--- src/rtl/apcm_defs.vh ---
/*
  Constants for the serial audio port clock monitor: register offset, fault
  field positions, detection timing and supported rate classes.
  Assumes a 40 MHz system clock and inclusion by bare name.
*/
`ifndef APCM_DEFS_VH
`define APCM_DEFS_VH
`define APCM_GLOBAL_FAULT_FLAGS_ADDR 8'h71
`define APCM_GLOBAL_FAULT_FLAGS_RESET 8'h00
`define APCM_CLOCK_ERROR_BIT 2
`define APCM_CLK_HZ 40000000
`define APCM_HALT_TIME_NS 20000
`define APCM_HALT_CYCLES ((`APCM_HALT_TIME_NS * (`APCM_CLK_HZ / 1000000)) / 1000)
`define APCM_CLEAR_CODE 8'h04
`define APCM_RATE_NONE 3'h0
`define APCM_RATE_32K 3'h1
`define APCM_RATE_48K 3'h2
`define APCM_RATE_96K 3'h3
`define APCM_RATE_192K 3'h4
`define APCM_FMT_TWO_CH 1'b0
`define APCM_FMT_TDM 1'b1
`endif

--- src/rtl/apcm_sync.v ---
/*
  Two-flop synchroniser with a registered edge detector behind it.
  Assumes the input is asynchronous to clk; only the second stage is read.
*/
`timescale 1ns/1ps
module apcm_sync (
  input wire clk,
  input wire rst,
  input wire async_in,
  output reg level,
  output reg rise,
  output reg fall
);
  reg stage1;
  reg stage2;

  always @(posedge clk) begin
    if (rst) begin
      stage1 <= 1'b0;
      stage2 <= 1'b0;
      level <= 1'b0;
      rise <= 1'b0;
      fall <= 1'b0;
    end else begin
      stage1 <= async_in;
      stage2 <= stage1;
      level <= stage2;
      rise <= stage2 & ~level;
      fall <= ~stage2 & level;
    end
  end
endmodule

--- src/rtl/apcm_top.v ---
/*
  Receive side of a three-wire serial audio port with clock supervision.
  Bit clock, word/frame clock and data arrive from the host and are
  oversampled by the 40 MHz system clock. The PLL itself is analog; here it
  is represented by the lock/run control it receives.
  Assumes a free-running clk and a host that keeps to the supported ratios.
*/
`timescale 1ns/1ps
`include "apcm_defs.vh"
// Overview of operation
// - All timing is derived from the serial port; no master clock input exists.
// - The bit clock is the reference handed to the PLL, enabled only while clocks run.
// - The frame rate is classified automatically into 32k, 48k, 96k or 192k classes.
// - A stopped clock puts the processor to sleep and the outputs in high impedance.
// - Playback resumes by itself after clocks return, keeping the loaded program.
// - Data is shifted into the shift register one bit per bit-clock period.
// - Data is sampled on the rising edge of the bit clock.
// - The word clock is channel select in two-channel formats, frame sync in TDM.
// - In TDM a frame starts at the rising frame-sync edge, high at least one bit clock.
// - Two-channel formats accept 64 or 32 bit clocks per frame at 32 to 192 kHz.
// - TDM accepts 128 at 32k; 128/256/512 at 48k; 128/256 at 96k; 128 at 192k.
// - A clock halt or an unsupported ratio during play reports a clock error in the fault register.
// - On a halt during play all channels go high impedance and bit 2 of the fault register latches.
// - When clocks return the device goes back to its state before the halt.
module apcm_top #(
  parameter HALT_CYCLES = `APCM_HALT_CYCLES
) (
  input wire clk,
  input wire rst,
  input wire bit_clock,
  input wire word_frame_clock,
  input wire serial_data_input,
  input wire tdm_mode,
  input wire play_request,
  input wire [7:0] reg_addr,
  input wire reg_read,
  input wire reg_write,
  input wire [7:0] reg_wdata,
  output reg [7:0] reg_rdata,
  output reg [31:0] sample_word,
  output reg sample_valid,
  output reg sample_right,
  output reg [2:0] rate_class,
  output reg pll_enable,
  output reg dsp_sleep,
  output reg amp_hiz,
  output reg clock_error
);
  localparam ST_IDLE = 2'h0;
  localparam ST_PLAY = 2'h1;
  localparam ST_HALT = 2'h2;

  wire sclk_rise;
  wire fs_level;
  wire fs_rise;
  wire fs_fall;
  wire sd_level;
  reg [1:0] state;
  reg [1:0] next_state;
  reg clocks_ok;
  reg [15:0] halt_count;
  reg [15:0] frame_cycles;
  reg [9:0] bits_in_frame;
  reg [9:0] last_ratio;
  reg [31:0] shifter;
  reg fs_seen;
  reg ratio_bad;
  reg [2:0] next_rate;

  // the three serial-port inputs are synchronised and edges are found from clk.
  apcm_sync u_sclk (.clk(clk), .rst(rst), .async_in(bit_clock),
    .level(), .rise(sclk_rise), .fall());
  apcm_sync u_fs (.clk(clk), .rst(rst), .async_in(word_frame_clock),
    .level(fs_level), .rise(fs_rise), .fall(fs_fall));
  apcm_sync u_sd (.clk(clk), .rst(rst), .async_in(serial_data_input),
    .level(sd_level), .rise(), .fall());

  // Frame period in system cycles maps to a rate class; bounds sit midway
  // between neighbouring rates so 44.1/48k and 88.2/96k share a class.
  function [2:0] classify;
    input [15:0] cyc;
    begin
      if (cyc > 16'd1500)
        classify = `APCM_RATE_NONE;
      else if (cyc > 16'd1050)
        classify = `APCM_RATE_32K;
      else if (cyc > 16'd620)
        classify = `APCM_RATE_48K;
      else if (cyc > 16'd310)
        classify = `APCM_RATE_96K;
      else if (cyc > 16'd150)
        classify = `APCM_RATE_192K;
      else
        classify = `APCM_RATE_NONE;
    end
  endfunction

  function ratio_ok;
    input tdm;
    input [2:0] rate;
    input [9:0] ratio;
    begin
      if (rate == `APCM_RATE_NONE)
        ratio_ok = 1'b0;
      else if (tdm == `APCM_FMT_TWO_CH)
        ratio_ok = (ratio == 10'd64) || (ratio == 10'd32);
      else if (rate == `APCM_RATE_48K)
        ratio_ok = (ratio == 10'd128) || (ratio == 10'd256) || (ratio == 10'd512);
      else if (rate == `APCM_RATE_96K)
        ratio_ok = (ratio == 10'd128) || (ratio == 10'd256);
      else
        ratio_ok = (ratio == 10'd128);
    end
  endfunction

  always @* begin
    next_rate = classify(frame_cycles);
  end

  // Halt detection: no bit-clock edge for the halt window means stopped.
  always @(posedge clk) begin
    if (rst) begin
      halt_count <= 16'h0000;
      clocks_ok <= 1'b0;
    end else if (sclk_rise) begin
      halt_count <= 16'h0000;
      clocks_ok <= fs_seen;
    end else if (halt_count >= HALT_CYCLES[15:0] - 16'h0001) begin
      clocks_ok <= 1'b0;
    end else begin
      halt_count <= halt_count + 16'h0001;
    end
  end

  // Frame measurement: a frame runs from one rising word clock to the next.
  always @(posedge clk) begin
    if (rst) begin
      frame_cycles <= 16'hffff;
      bits_in_frame <= 10'h000;
      last_ratio <= 10'h000;
      fs_seen <= 1'b0;
      rate_class <= `APCM_RATE_NONE;
      ratio_bad <= 1'b0;
    end else if (!clocks_ok && halt_count >= HALT_CYCLES[15:0] - 16'h0001) begin
      fs_seen <= 1'b0;
      frame_cycles <= 16'hffff;
      bits_in_frame <= 10'h000;
      rate_class <= `APCM_RATE_NONE;
      ratio_bad <= 1'b0;
    end else if (fs_rise) begin
      // Rising frame clock marks the frame start in both formats.
      fs_seen <= 1'b1;
      last_ratio <= bits_in_frame;
      bits_in_frame <= {9'h000, sclk_rise};
      frame_cycles <= 16'h0001;
      if (fs_seen) begin
        rate_class <= next_rate;
        ratio_bad <= !ratio_ok(tdm_mode, next_rate, bits_in_frame);
      end
    end else begin
      if (frame_cycles != 16'hffff)
        frame_cycles <= frame_cycles + 16'h0001;
      if (sclk_rise && bits_in_frame != 10'h3ff)
        bits_in_frame <= bits_in_frame + 10'h001;
    end
  end

  // Serial capture on bit-clock rising edges.
  always @(posedge clk) begin
    if (rst) begin
      shifter <= 32'h00000000;
      sample_word <= 32'h00000000;
      sample_valid <= 1'b0;
      sample_right <= 1'b0;
    end else begin
      sample_valid <= 1'b0;
      if (sclk_rise)
        shifter <= {shifter[30:0], sd_level};
      if (state == ST_PLAY && (fs_rise || (tdm_mode == `APCM_FMT_TWO_CH && fs_fall))) begin
        // Two-channel: each word-clock edge ends a channel word; TDM: frame.
        sample_word <= shifter;
        sample_valid <= 1'b1;
        // The word just captured belongs to the half that the edge has ended.
        sample_right <= (tdm_mode == `APCM_FMT_TWO_CH) ? ~fs_level : 1'b0;
      end
    end
  end

  // Operating state: the loaded program is untouched by a halt, so the
  // return to play needs no host action.
  always @* begin
    next_state = state;
    case (state)
      ST_IDLE: begin
        // Play waits for a judged frame so a bad ratio never plays briefly.
        if (play_request && clocks_ok && !ratio_bad && rate_class != `APCM_RATE_NONE)
          next_state = ST_PLAY;
      end
      ST_PLAY: begin
        if (!clocks_ok || ratio_bad)
          next_state = ST_HALT;
        else if (!play_request)
          next_state = ST_IDLE;
      end
      ST_HALT: begin
        if (!play_request)
          next_state = ST_IDLE;
        else if (clocks_ok && !ratio_bad && rate_class != `APCM_RATE_NONE)
          next_state = ST_PLAY;
      end
      default: next_state = ST_IDLE;
    endcase
  end

  always @(posedge clk) begin
    if (rst) begin
      state <= ST_IDLE;
      pll_enable <= 1'b0;
      dsp_sleep <= 1'b1;
      amp_hiz <= 1'b1;
    end else begin
      state <= next_state;
      pll_enable <= clocks_ok;
      dsp_sleep <= (next_state != ST_PLAY);
      amp_hiz <= (next_state != ST_PLAY);
    end
  end

  // Fault flag: the set wins over a host clear in the same cycle.
  always @(posedge clk) begin
    if (rst) begin
      clock_error <= 1'b0;
    end else if (state == ST_PLAY && (!clocks_ok || ratio_bad)) begin
      clock_error <= 1'b1;
    end else if (reg_write && reg_addr == `APCM_GLOBAL_FAULT_FLAGS_ADDR
                 && reg_wdata[`APCM_CLOCK_ERROR_BIT]) begin
      clock_error <= 1'b0;
    end
  end

  always @(posedge clk) begin
    if (rst)
      reg_rdata <= `APCM_GLOBAL_FAULT_FLAGS_RESET;
    else if (reg_read && reg_addr == `APCM_GLOBAL_FAULT_FLAGS_ADDR)
      reg_rdata <= {5'h00, clock_error, 2'h0};
    else if (reg_read)
      reg_rdata <= 8'h00;
  end
endmodule

--- config.mk ---
export PLATFORM = sky130hd
export DESIGN_NAME = apcm_top
export DESIGN_NICKNAME = d
export VERILOG_FILES = /design/src/rtl/apcm_sync.v /design/src/rtl/apcm_top.v
export VERILOG_INCLUDE_DIRS = /design/src /design/src/rtl
export SDC_FILE = /design/constraint.sdc
export NUM_CORES = 1
export LEC_CHECK = 0
export BUFFER_PORTS_ARGS = -buffer_cell sky130_fd_sc_hd__clkbuf_2
export CORE_ASPECT_RATIO = 1.25
export CORE_MARGIN = 4
export CORE_UTILIZATION = 43
export DETAILED_ROUTE_END_ITERATION = 10
export GPL_ROUTABILITY_DRIVEN = 0
export GPL_TIMING_DRIVEN = 1
export HOLD_SLACK_MARGIN = 0.03
export RECOVER_POWER = 50
export SETUP_SLACK_MARGIN = 0.3
export SLEW_MARGIN = 20
export SYNTH_ARGS = -nofsm -noshare
export SYNTH_HDL_FRONTEND = slang
export SYNTH_SLANG_ARGS = --single-unit
--- constraint.sdc ---
create_clock -name clk -period 2.95 [get_ports clk]
set_input_delay 0.59 -clock clk [delete_from_list [all_inputs] [get_ports clk]]
set_output_delay 0.59 -clock clk [all_outputs]
set_load 0.01 [all_outputs]
==> impl_metrics.toml <==
[logic_synthesis]
synthArstFlopShare = 0
yosysWarnings = 0
syn-cell-area_um2 = 5350
seq_area_frac_synth = 0.494
synth_flop_cell = "dfxtp_1"
synth_cell_type_count = 54
synth_edf_count = 0
syn_inst = 605
postSynthAreaPerCell_um2 = 8.84
ys_ff_latch = 132

[route]
drtAntennaViolNets = 0
drt-total-wl_um = 11000
route.met3.wl_um = 494
routed-via-count = 4170
drc = 0
wl_per_cell_um = 13.2
detail_route.first_pass.iterations = 4
wl_met2_um = 5560
routed.top_layer = "met4"
first_iter_violations = 151
route.layer.met1.wl_um = 4770
viasPerCell = 5.01

[run]
maxCapViolCount = 0

[finish]
final_common_cell = "dfxtp_1"
antenna_cells = 0
final_util = 0.523
fin_nets = 685
layout_common_cells = "dfxtp_1 (132), nand2_1 (90), nor2_1 (73)"
drive_gt1_frac = 0.109
syn_to_final_growth_pct = 18.9

[sta]
setup-tns-final_ns = 0
hold_viol = 0
fmax_ghz = 0.463
setup_viol_count_final = 0
maxSlewHeadroom = 0.115
period_share = 0.732
worstMarginPinSlew_ns = 1.33
rsz0062_at_grt = "false"
final.setup_skew_ns = 0.00777
period_minus_slack_ns = 2.16
maxSlewViolCount = 0

[cts]
cts_setup_buffers = 0
clock_sinks = 132
cts_resized = 0
cts_buffer_depth = 2
htree_levels = 4
clk_pin_slew_ns = 0.06
cts_root_buf = "clkbuf_16"
cts_hold_repair.buffers = 0
cts_tree = "built"
numCtsBuffers = 17
clkLatencyLatePin_ns = 0.42

[floorplanning]
io_pins = 74
die_y_um = 133
die_area_um2 = 14300
initial_core_util = 0.440
core_area_um2 = 12200
num_rows = 45
fp.dieW_um = 108

[critical_path]
cp.required_ns = 3.29
cp-start-kind = "flip-flop"
path_cells = "ha_1 -> nand3_1 -> nor3_1 -> and2_1 -> nor3_1 -> xnor2_1 -> o21ai_0"
crit_type = "flip-flop to flip-flop"
slowest_delay_ns = 0.48
cp_data_arrival_time_ns = 2.50
reg2regPathDepth = 7
slowest_stage = "nor3_1"
path_common_cell = "nor3_1"
end_kind = "flip-flop"
critPathMaxFanout = 7

[global_route]
antenna_found_initial = 0
grt_usage = 0.164
grt_max_degree = 44
grt_overflow = 0
grt_pass1_wl_um = 18900
grt_pass1_vias = 4079

[pwr]
powerDensity_nw_per_um2 = 801
ir_worst_vdd_v = 0.000416
power.leakage_nw = 2.43

[worst_hold_path]
worstHoldPathCells = 1
hold_class = "flip-flop to flip-flop"

[placement]
dp_hpwl_um = 7410
portBuffers = 59

[outcome]
run_status = "complete, no violations"
## final timing paths
check / slack, ns / startpoint / to
worst max register to register: 0.79 / classify.cyc[1] / classify.cyc[7]
worst min register to register: 0.38 / u_sclk.level / u_sclk.rise
worst max-delay path: 0.79 / classify.cyc[1] / classify.cyc[7]
worst min-delay path: 0.38 / u_sclk.level / u_sclk.rise
## report_power, final
| part | switching [W] | internal (W) |
|---|---|---|
| combinational | 0.000358 | 0.000322 |
| sequential | 0.000186 | 0.00189 |
| clock | 0.000768 | 0.00157 |
| total | 0.00131 | 0.00378 |
## area by class of cell
class,count,area [µm²]
clock buffers,21,470
clock inverters,11,199
fillers,1199,5800
inverters,9,33.8
multi-input cells,428,2500
flip-flops and latches,132,2640
well taps,164,205
repair buffers,67,308
## cells by family (layout without fill, tap and decap cells)
| logic type | after synthesis | count (layout) | synth area share |
|---|---|---|---|
| xor+xnor | 28 | 28 | 0.0458 |
| simple gates | 256 | 256 | 0.224 |
| buf+inv | 51 | 108 | 0.0437 |
| mux | 37 | 37 | 0.0692 |
| flops | 132 | 132 | 0.494 |
| other cells | 1 | 7 | 0.000701 |
| fa+ha+maj | 5 | 5 | 0.0117 |
| compound gates | 95 | 95 | 0.111 |
## Yosys cell counts, drive strengths merged, types with 8 or more instances
master,instances,area [µm²]
dfxtp,132,2640
xor2,14,123
buf,24,133
and2,11,68.8
nor3,9,45.0
mux2i,37,370
clkbuf,18,67.6
nand3,15,75.1
xnor2,14,123
nor2b,16,100
o21ai,19,95.1
nor2,73,274
nand2b,8,50.1
a21oi,42,210
nand2,90,338
inv,9,33.8
nand4,10,62.6
## state kept, by name, indices dropped and copies added (netlist names), 2 cells and up
signal / count
halt_count: 16
sample_word: 32
rate_class: 3
bits_in_frame: 10
classify.cyc: 16
shifter: 32
state: 2
## stage by stage
step | setup slack [ns] | hold WS (ns) | total power [W] | area [µm²] | std cells
CTS | 0.779 | 0.373 | 0.00514 | 6410 | 832
global route | 0.552 | 0.383 | 0.00534 | 6360 | 832
floorplan | 1.19 | 0.367 | 0.00266 | 5370 | 611
global placement | 0.816 | 0.364 | 0.00276 | 5740 | 800
finish | 0.790 | 0.383 | 0.00509 | 6360 | 832
detailed placement | 0.806 | 0.365 | 0.00279 | 5740 | 800
## routing by layer
layer  global-route usage  up-vias
li1                     -     2139
met1                0.194     1945
met2                0.275       72
met3               0.0542       14
met4               0.0625        0
met5                    0        -
## critical path, delay by kind of cell (launching register included)
kind,cells,cell delay (ns)
XOR/XNOR,1,0.13
adder cells (fa/ha/maj),1,0.20
AO/OA/AOI/OAI,1,0.16
flip-flops,1,0.43
AND/OR/NAND/NOR,4,1.15
(Power assumes the default switching activity.)
